File: src/inc/lmi_pkg.sv
// Shared constants and types for the LED matrix serial target port.
// Assumes one system clock domain; all bus pins arrive asynchronously.
`default_nettype none

package lmi_pkg;

    // Target address layout: fixed upper bits, strap bits, direction bit
    localparam logic [4:0] LMI_FIXED_ADDR   = 5'h0D;  // Pattern 01101
    localparam int         LMI_FIXED_MSB    = 7;
    localparam int         LMI_FIXED_LSB    = 3;
    localparam int         LMI_STRAP_MSB    = 2;
    localparam int         LMI_STRAP_LSB    = 1;
    localparam int         LMI_DIR_POS      = 0;
    localparam logic       LMI_DIR_WRITE    = 1'h0;
    localparam logic       LMI_DIR_READ     = 1'h1;

    // Strap codes by what the select pin is tied to
    localparam logic [1:0] LMI_STRAP_GND    = 2'h0;
    localparam logic [1:0] LMI_STRAP_SCL    = 2'h1;
    localparam logic [1:0] LMI_STRAP_SDA    = 2'h2;
    localparam logic [1:0] LMI_STRAP_VCC    = 2'h3;

    // Byte framing and reset values
    localparam logic [3:0] LMI_BITS_PER_BYTE = 4'h8;
    localparam logic [3:0] LMI_CNT_RESET     = 4'h0;
    localparam logic [7:0] LMI_PTR_RESET     = 8'h00;
    localparam logic [7:0] LMI_PTR_STEP      = 8'h01;
    localparam int         LMI_SYNC_STAGES   = 2;

    typedef logic [7:0] lmi_byte_t;

    // Protocol states of the target
    typedef enum logic [3:0] {
        ST_IDLE,
        ST_ADDR,
        ST_A_ACK,
        ST_REG,
        ST_R_ACK,
        ST_WDATA,
        ST_W_ACK,
        ST_RDATA,
        ST_M_ACK,
        ST_M_ACKED,
        ST_IGNORE
    } lmi_state_e;

    // Bus pins as they travel through the synchroniser
    typedef struct packed {
        logic scl;
        logic sda;
        logic ad;
    } lmi_pins_s;

    // One register write toward the register file
    typedef struct packed {
        logic      valid;
        lmi_byte_t addr;
        lmi_byte_t data;
    } lmi_wr_s;

endpackage

`default_nettype wire

File: src/core/lmi_i2c_target.sv
// Serial target port of an LED matrix driver: decodes the bus, writes
// and reads registers through a plain register-file port.
// Assumes the system clock runs far faster than the bus clock (125 MHz
// against at most 1 MHz) and that rd_data answers rd_addr combinationally.
`default_nettype none
`timescale 1ns/1ps

// Operation
// - Respond to 7-bit address in upper bits; low bit 0 write, 1 read.
// - Address is 01101 plus strap bits set by select pin connection.
// - SDA falling while SCL high is START; then compare address byte.
// - SDA rising while SCL high is STOP; it ends the transfer.
// - Sample SDA while SCL high; bytes arrive MSB first.
// - Pull SDA low during ack pulse after own address.
// - In writes, first byte after address is the register pointer; ack it.
// - Store each data byte at the pointer and acknowledge it.
// - Pointer advances by one during each data byte acknowledge.
// - After read address ack, drive the pointed register onto SDA.
module lmi_i2c_target
    import lmi_pkg::*;
(
    input  wire logic      clock,
    input  wire logic      rstn,
    input  wire logic      scl_i,
    input  wire logic      sda_i,
    output var  logic      sda_o,
    output var  logic      sda_oe,
    input  wire logic      ad_i,
    output var  lmi_wr_s   wr_o,
    output var  lmi_byte_t rd_addr,
    input  wire lmi_byte_t rd_data
);

    lmi_pins_s  pins_raw;
    lmi_pins_s  pins_s;
    logic       scl_s;
    logic       sda_s;
    logic       ad_s;

    logic       scl_d_reg;
    logic       scl_d_next;
    logic       sda_d_reg;
    logic       sda_d_next;
    logic       scl_rise;
    logic       scl_fall;
    logic       start_det;
    logic       stop_det;

    lmi_state_e state_reg;
    lmi_state_e state_next;
    logic [3:0] cnt_reg;
    logic [3:0] cnt_next;
    lmi_byte_t  shift_reg;
    lmi_byte_t  shift_next;
    lmi_byte_t  ptr_reg;
    lmi_byte_t  ptr_next;
    logic       oe_reg;
    logic       oe_next;
    logic       dir_reg;
    logic       dir_next;
    lmi_wr_s    wr_reg;
    lmi_wr_s    wr_next;

    logic       idle_ad_reg;
    logic       idle_ad_next;
    logic       start_ad_reg;
    logic       start_ad_next;
    logic       low_ad_reg;
    logic       low_ad_next;
    logic       low_taken_reg;
    logic       low_taken_next;
    logic [1:0] strap_address_bits;
    logic [6:0] own_addr;

    // All three pins share one synchroniser so their timing stays aligned
    assign pins_raw = '{scl: scl_i, sda: sda_i, ad: ad_i};

    lmi_sync #(
        .WIDTH ($bits(lmi_pins_s))
    ) u_sync (
        .clock (clock),
        .rstn  (rstn),
        .d     (pins_raw),
        .q     (pins_s)
    );

    assign scl_s = pins_s.scl;
    assign sda_s = pins_s.sda;
    assign ad_s  = pins_s.ad;

    // Edge and condition detection on the synchronised pins
    assign scl_rise  = scl_s & ~scl_d_reg;
    assign scl_fall  = ~scl_s & scl_d_reg;
    assign start_det = scl_s & scl_d_reg & sda_d_reg & ~sda_s;
    assign stop_det  = scl_s & scl_d_reg & ~sda_d_reg & sda_s;

    // Strap decode from three samples of the select pin: idle (both lines
    // high), at START (SCL high, SDA low) and first SCL low after START.
    // This tells the four ties apart without any extra pin.
    always_comb begin
        if (!idle_ad_reg) begin
            strap_address_bits = LMI_STRAP_GND;
        end else if (!start_ad_reg) begin
            strap_address_bits = LMI_STRAP_SDA;
        end else if (low_ad_reg) begin
            strap_address_bits = LMI_STRAP_VCC;
        end else begin
            strap_address_bits = LMI_STRAP_SCL;
        end
    end

    assign own_addr = {LMI_FIXED_ADDR, strap_address_bits};

    // Next-state logic of the whole port
    always_comb begin
        scl_d_next     = scl_s;
        sda_d_next     = sda_s;
        state_next     = state_reg;
        cnt_next       = cnt_reg;
        shift_next     = shift_reg;
        ptr_next       = ptr_reg;
        oe_next        = oe_reg;
        dir_next       = dir_reg;
        wr_next        = wr_reg;
        wr_next.valid  = 1'b0;
        idle_ad_next   = idle_ad_reg;
        start_ad_next  = start_ad_reg;
        low_ad_next    = low_ad_reg;
        low_taken_next = low_taken_reg;

        // Select pin sampling
        if (scl_s && sda_s) begin
            idle_ad_next = ad_s;
        end
        if (start_det) begin
            start_ad_next  = ad_s;
            low_taken_next = 1'b0;
        end else if (!scl_s && !low_taken_reg) begin
            low_ad_next    = ad_s;
            low_taken_next = 1'b1;
        end

        // START and STOP override any state; repeated START included
        if (start_det) begin
            state_next = ST_ADDR;
            cnt_next   = LMI_CNT_RESET;
            oe_next    = 1'b0;
        end else if (stop_det) begin
            state_next = ST_IDLE;
            cnt_next   = LMI_CNT_RESET;
            oe_next    = 1'b0;
        end else begin
            unique case (state_reg)
                ST_IDLE, ST_IGNORE: begin
                    oe_next = 1'b0;
                end
                ST_ADDR, ST_REG, ST_WDATA: begin
                    if (scl_rise) begin
                        // MSB first: shift left, new bit at the bottom
                        shift_next = {shift_reg[6:0], sda_s};
                        cnt_next   = cnt_reg + 4'h1;
                    end else if (scl_fall && cnt_reg == LMI_BITS_PER_BYTE) begin
                        cnt_next = LMI_CNT_RESET;
                        if (state_reg == ST_ADDR) begin
                            if (shift_reg[LMI_FIXED_MSB:LMI_STRAP_LSB] == own_addr) begin
                                state_next = ST_A_ACK;
                                oe_next    = 1'b1;
                                dir_next   = shift_reg[LMI_DIR_POS];
                            end else begin
                                state_next = ST_IGNORE;
                            end
                        end else if (state_reg == ST_REG) begin
                            state_next = ST_R_ACK;
                            oe_next    = 1'b1;
                            ptr_next   = shift_reg;
                        end else begin
                            state_next = ST_W_ACK;
                            oe_next    = 1'b1;
                            wr_next    = '{valid: 1'b1, addr: ptr_reg, data: shift_reg};
                            ptr_next   = ptr_reg + LMI_PTR_STEP;
                        end
                    end
                end
                ST_A_ACK: begin
                    if (scl_fall) begin
                        if (dir_reg == LMI_DIR_READ) begin
                            // Register content goes out right after the ack
                            state_next = ST_RDATA;
                            shift_next = rd_data;
                            oe_next    = ~rd_data[7];
                        end else begin
                            state_next = ST_REG;
                            oe_next    = 1'b0;
                        end
                    end
                end
                ST_R_ACK, ST_W_ACK: begin
                    if (scl_fall) begin
                        state_next = ST_WDATA;
                        oe_next    = 1'b0;
                    end
                end
                ST_RDATA: begin
                    if (scl_rise) begin
                        cnt_next = cnt_reg + 4'h1;
                    end else if (scl_fall) begin
                        if (cnt_reg == LMI_BITS_PER_BYTE) begin
                            // Release for the master's ack; step for burst reads
                            state_next = ST_M_ACK;
                            cnt_next   = LMI_CNT_RESET;
                            oe_next    = 1'b0;
                            ptr_next   = ptr_reg + LMI_PTR_STEP;
                        end else begin
                            shift_next = {shift_reg[6:0], 1'b0};
                            oe_next    = ~shift_reg[6];
                        end
                    end
                end
                ST_M_ACK: begin
                    // A missing ack ends the read; wait quietly for STOP
                    if (scl_rise) begin
                        state_next = sda_s ? ST_IGNORE : ST_M_ACKED;
                    end
                end
                ST_M_ACKED: begin
                    if (scl_fall) begin
                        state_next = ST_RDATA;
                        shift_next = rd_data;
                        oe_next    = ~rd_data[7];
                    end
                end
            endcase
        end
    end

    // State registers; nothing here but storage
    always_ff @(posedge clock or negedge rstn) begin
        if (!rstn) begin
            scl_d_reg     <= 1'b1;
            sda_d_reg     <= 1'b1;
            state_reg     <= ST_IDLE;
            cnt_reg       <= LMI_CNT_RESET;
            shift_reg     <= LMI_PTR_RESET;
            ptr_reg       <= LMI_PTR_RESET;
            oe_reg        <= 1'b0;
            dir_reg       <= LMI_DIR_WRITE;
            wr_reg        <= '0;
            idle_ad_reg   <= 1'b0;
            start_ad_reg  <= 1'b0;
            low_ad_reg    <= 1'b0;
            low_taken_reg <= 1'b0;
        end else begin
            scl_d_reg     <= scl_d_next;
            sda_d_reg     <= sda_d_next;
            state_reg     <= state_next;
            cnt_reg       <= cnt_next;
            shift_reg     <= shift_next;
            ptr_reg       <= ptr_next;
            oe_reg        <= oe_next;
            dir_reg       <= dir_next;
            wr_reg        <= wr_next;
            idle_ad_reg   <= idle_ad_next;
            start_ad_reg  <= start_ad_next;
            low_ad_reg    <= low_ad_next;
            low_taken_reg <= low_taken_next;
        end
    end

    // Open drain: the pin is only ever pulled low
    assign sda_o   = 1'b0;
    assign sda_oe  = oe_reg;
    assign wr_o    = wr_reg;
    assign rd_addr = ptr_reg;
endmodule

`default_nettype wire

File: src/core/lmi_sync.sv
// Two-stage synchroniser for asynchronous level inputs.
// Assumes inputs change slowly against clock; no pulse stretching.
`default_nettype none
`timescale 1ns/1ps

module lmi_sync
    import lmi_pkg::*;
#(
    parameter int WIDTH = 3
) (
    input  wire logic             clock,
    input  wire logic             rstn,
    input  wire logic [WIDTH-1:0] d,
    output var  logic [WIDTH-1:0] q
);

    logic [WIDTH-1:0] meta_reg;
    logic [WIDTH-1:0] meta_next;
    logic [WIDTH-1:0] q_reg;
    logic [WIDTH-1:0] q_next;

    // First stage feeds only the second stage
    always_comb begin
        meta_next = d;
        q_next    = meta_reg;
    end

    // Reset to all ones: an idle bus reads high
    always_ff @(posedge clock or negedge rstn) begin
        if (!rstn) begin
            meta_reg <= '1;
            q_reg    <= '1;
        end else begin
            meta_reg <= meta_next;
            q_reg    <= q_next;
        end
    end

    assign q = q_reg;

endmodule

`default_nettype wire

File: config.mk
export PLATFORM = sky130hd
export DESIGN_NAME = lmi_i2c_target
export DESIGN_NICKNAME = d
export VERILOG_FILES = /design/src/inc/lmi_pkg.sv /design/src/core/lmi_i2c_target.sv /design/src/core/lmi_sync.sv
export SDC_FILE = /design/constraint.sdc
export NUM_CORES = 1
export LEC_CHECK = 0
export BUFFER_PORTS_ARGS = -buffer_cell sky130_fd_sc_hd__buf_2
export CAP_MARGIN = 0
export CORE_MARGIN = 3
export CORE_UTILIZATION = 40
export DETAILED_ROUTE_END_ITERATION = 8
export GPL_ROUTABILITY_DRIVEN = 0
export GPL_TIMING_DRIVEN = 0
export SLEW_MARGIN = 20
export SYNTH_ARGS = -nofsm -noshare
export SYNTH_HDL_FRONTEND = slang
export SYNTH_HIERARCHICAL = 1
export SYNTH_SLANG_ARGS = --single-unit
export TNS_END_PERCENT = 30
File: constraint.sdc
create_clock -name clock -period 2 [get_ports clock]
set_input_delay 0.3 -clock clock [delete_from_list [all_inputs] [get_ports clock]]
set_output_delay 0.3 -clock clock [all_outputs]
set_load 0.01 [all_outputs]
==> qor.txt <==
CRITICAL PATH
-------------------------------------------------------------------------------
Startpoint type of the worst setup path                                register
Family with the most delay on the worst path                       simple AND/OR/NAND/NOR gates
Worst Path Class, Setup                                              reg -> reg
R2R depth                                                                     7
R2r startpoint                                                       cnt_reg[1]
CP startpoint                                                        cnt_reg[1]
Worst endpoint data arrival time                                        2300 ps
Maximum net fanout on the critical path                                       5
CP bufs+invs                                                                  1
Data required time of the worst path                                    2210 ps
Cell with the biggest individual delay on the critical path               or4_1
Flop-to-flop setup slack                                                 -90 ps
Cell count along the critical path                                            7
List of cells traversed by the critical path                       inv_1 -> ha_4 -> nand3b_4 -> a32oi_2 -> nand4_2 -> or4_1 -> and3_1
Setup crit end                                                     state_reg[3]
Slowest cell delay on critical path                                      550 ps
Kind of end point of the critical path                                 register
End of the worst register-to-register path                         state_reg[3]

GRT
-------------------------------------------------------------------------------
Vias in the first global route                                            2,497
Pin count of the biggest net entering global routing                         56
Initial antenna violation count                                               0
Overflow after GRT                                                            0
Global-route wire length before repair                                12,300 µm
Overall global routing resource usage                                     0.177

CLOCKING
-------------------------------------------------------------------------------
Num Clock Sinks                                                              55
Root Buffer                                                            clkbuf_8
Clock Tree Buf Depth                                                          2
Clock insertion delay at the later pin of the skew report                320 ps
Number of buffers created by CTS                                              5
CTS tree                                                                    yes
Hold-fix buffers at CTS                                                       0
Clock-pin transition on the worst setup and hold timing paths            110 ps
Number of levels in the clock H-tree                                          2

TIMING
-------------------------------------------------------------------------------
Minimum clock period after layout                                       2090 ps
Setup violation total in the final timing report                              2
Hold Fails Final Rpt                                                          0
Slew at the pin closest to its max-slew limit                            699 ps
RSZ-0062 raised after global routing                                       true
Peak clock frequency supported by timing                              0.479 GHz
Final Worst Setup Slack                                                -89.2 ps
Hold Worst Slack                                                        13.2 ps
Max-slew violation count                                                      0
Clock skew                                                              16.1 ps
Final critical-path share of the clock period                              1.04
Worst slew margin                                                         0.534

YOSYS
-------------------------------------------------------------------------------
Most used DFF post-synth                                                dfrtp_1
Synthesized Nets                                                            308
Number of synthesized flops with an enable pin                                0
Number of register bits inferred by synthesis                                55
Average footprint of a synthesized cell                                10.5 µm²
Yosys Warn Count                                                              6
Part of the Yosys area used for sequential elements                       0.456
Post-synthesis instance area                                           3040 µm²
Async S/R FF share, synth                                                  1.00
Post-synthesis cell count                                                   289
Number of distinct library cells after synthesis                             63

POWER AND IR DROP
-------------------------------------------------------------------------------
Leakage power                                                           1.84 nW
Power Density                                                       1200 nW/µm²
Worst vdd rail ir drop                                               0.000663 V

LAYOUT
-------------------------------------------------------------------------------
Number of nets in the final layout                                          375
Share of post-route cells with drive strength above 1                     0.454
Commonest cells after routing, fill and taps aside                 dfrtp_1, buf_2, mux2_2
Most common cell after layout, fill and taps aside                      dfrtp_1
Ant diodes                                                                    0
Area added between synthesis and finish                                   28.2%
Number of flip-flops in the largest register                                 17
Count of fill cells added during filler insertion                           663
Number of cells in the finished layout apart from fillers                   456

FLOORPLANNING
-------------------------------------------------------------------------------
Initial core utilization                                                  0.415
Std cell rows                                                                31
Die area                                                               8690 µm²
Core Region                                                            7330 µm²
IO Pins                                                                      40
Die H                                                                   93.2 µm
Horiz. Die Dim                                                          93.2 µm

STATUS
-------------------------------------------------------------------------------
Failing checks                                                     setup timing
Outcome                                                            finished, violations left

PLACE
-------------------------------------------------------------------------------
Placed cell count                                                           426
Post-DP HPWL                                                            4740 µm
Count of port buffers added during placement                                 38

DRT
-------------------------------------------------------------------------------
Vias after detailed routing                                               2,583
Number of DRC violations after detailed-routing iteration 0                 211
Avg WL per Cell                                                         16.9 µm
DRC violation count after routing                                             0
Detail-routed via count per cell                                           5.66
Wire length after detailed routing                                      7720 µm
Post-DRT Antenna Nets                                                         0
Detailed-routing iteration count for the pre-antenna-repair pass              4

FLOW RUN
-------------------------------------------------------------------------------
Number of max-capacitance violations reported                                 0

HOLD PATH
-------------------------------------------------------------------------------
Type of the most critical hold path                                 in -> async

[synth_stat cells, types with 6 or more instances]
cell type,number,area [µm²]
a21oi_1,17,85.1
a2bb2oi_1,6,52.6
buf_2,9,45.0
dfrtp_1,47,1180
dfstp_2,8,210
ha_1,6,75.1
inv_1,11,41.3
mux2_2,34,383
nand2_1,22,82.6
nand3_1,10,50.1
nor2_1,15,56.3
nor3_1,8,40.0
o21ai_0,10,50.1
o22ai_1,6,37.5
[cell type report]
class	instances	area [µm²]	area share
clock inverter	1	30.0	0.00770
inverter	11	46.3	0.0119
clock buffer	7	76.3	0.0196
tap	99	124	0.0318
buffer	14	109	0.0279
timing repair buffer	63	440	0.113
sequential	55	1390	0.355
multi-input combinational	206	1690	0.433
[how the worst min path moves through the flow]
| stage | cells after the start | from | end | slack (ps) |
|---|---|---|---|---|
| CTS | 1 | rstn | wr_o[16] | 50 |
| floorplan | 0 | rstn | cnt_reg[0] | 4 |
| global placement | 0 | u_sync/meta_reg[1] | u_sync/q[1] | 350 |
| global route | 1 | rstn | wr_o[14] | 60 |
| detailed placement | 0 | u_sync/meta_reg[1] | u_sync/q[1] | 350 |
| finish | 1 | rstn | state_reg[1] | 10 |
[what timing repair did]
action                                  4_1_cts  5_1_grt
pin swaps                                     5        3
resized for setup                            18       34
buffers inserted                              9       14
gates cloned                                  1        1
endpoints found under the setup margin       33       40
[cells by family (layout without fill, tap and decap cells)]
kind of cell    Yosys count  count (layout)  synth area share
mux                      36              36             0.132
simple gates             92              92             0.176
buf+inv                  28              96            0.0448
xor+xnor                  2               2           0.00576
flops                    55              55             0.456
other cells               1               1           0.00123
fa+ha+maj                 6               6            0.0247
compound gates           69              69             0.159
[metrics by stage]
stage	setup TNS (ps)	util	setup WS, ps	area, µm²	total power, W
final	-94.8	0.532	-89.2	3900	0.00469
after global routing	-1140	0.532	-123	3900	0.00496
after CTS	-4.45	0.498	-4.45	3650	0.00416
after detailed placement	-4040	0.462	-205	3390	0.00321
after global placement	-3770	0.462	-193	3380	0.00320
after floorplan	0	-	0.826	3070	0.00280
[metal layers]
metal  vias up  global-route usage  wire (µm)
li1       1185                   -          -
met1      1282               0.242       3510
met2        94               0.273       3560
met3        22              0.0386        429
met4         0              0.0672        216
met5         -                   0          0
[report_power, final]
part           internal [W]  switching, W
clock network      0.000376      0.000375
registers           0.00130      0.000227
logic               0.00125       0.00117
total               0.00292       0.00177
Note: power is estimated with default switching activity, not from simulation.
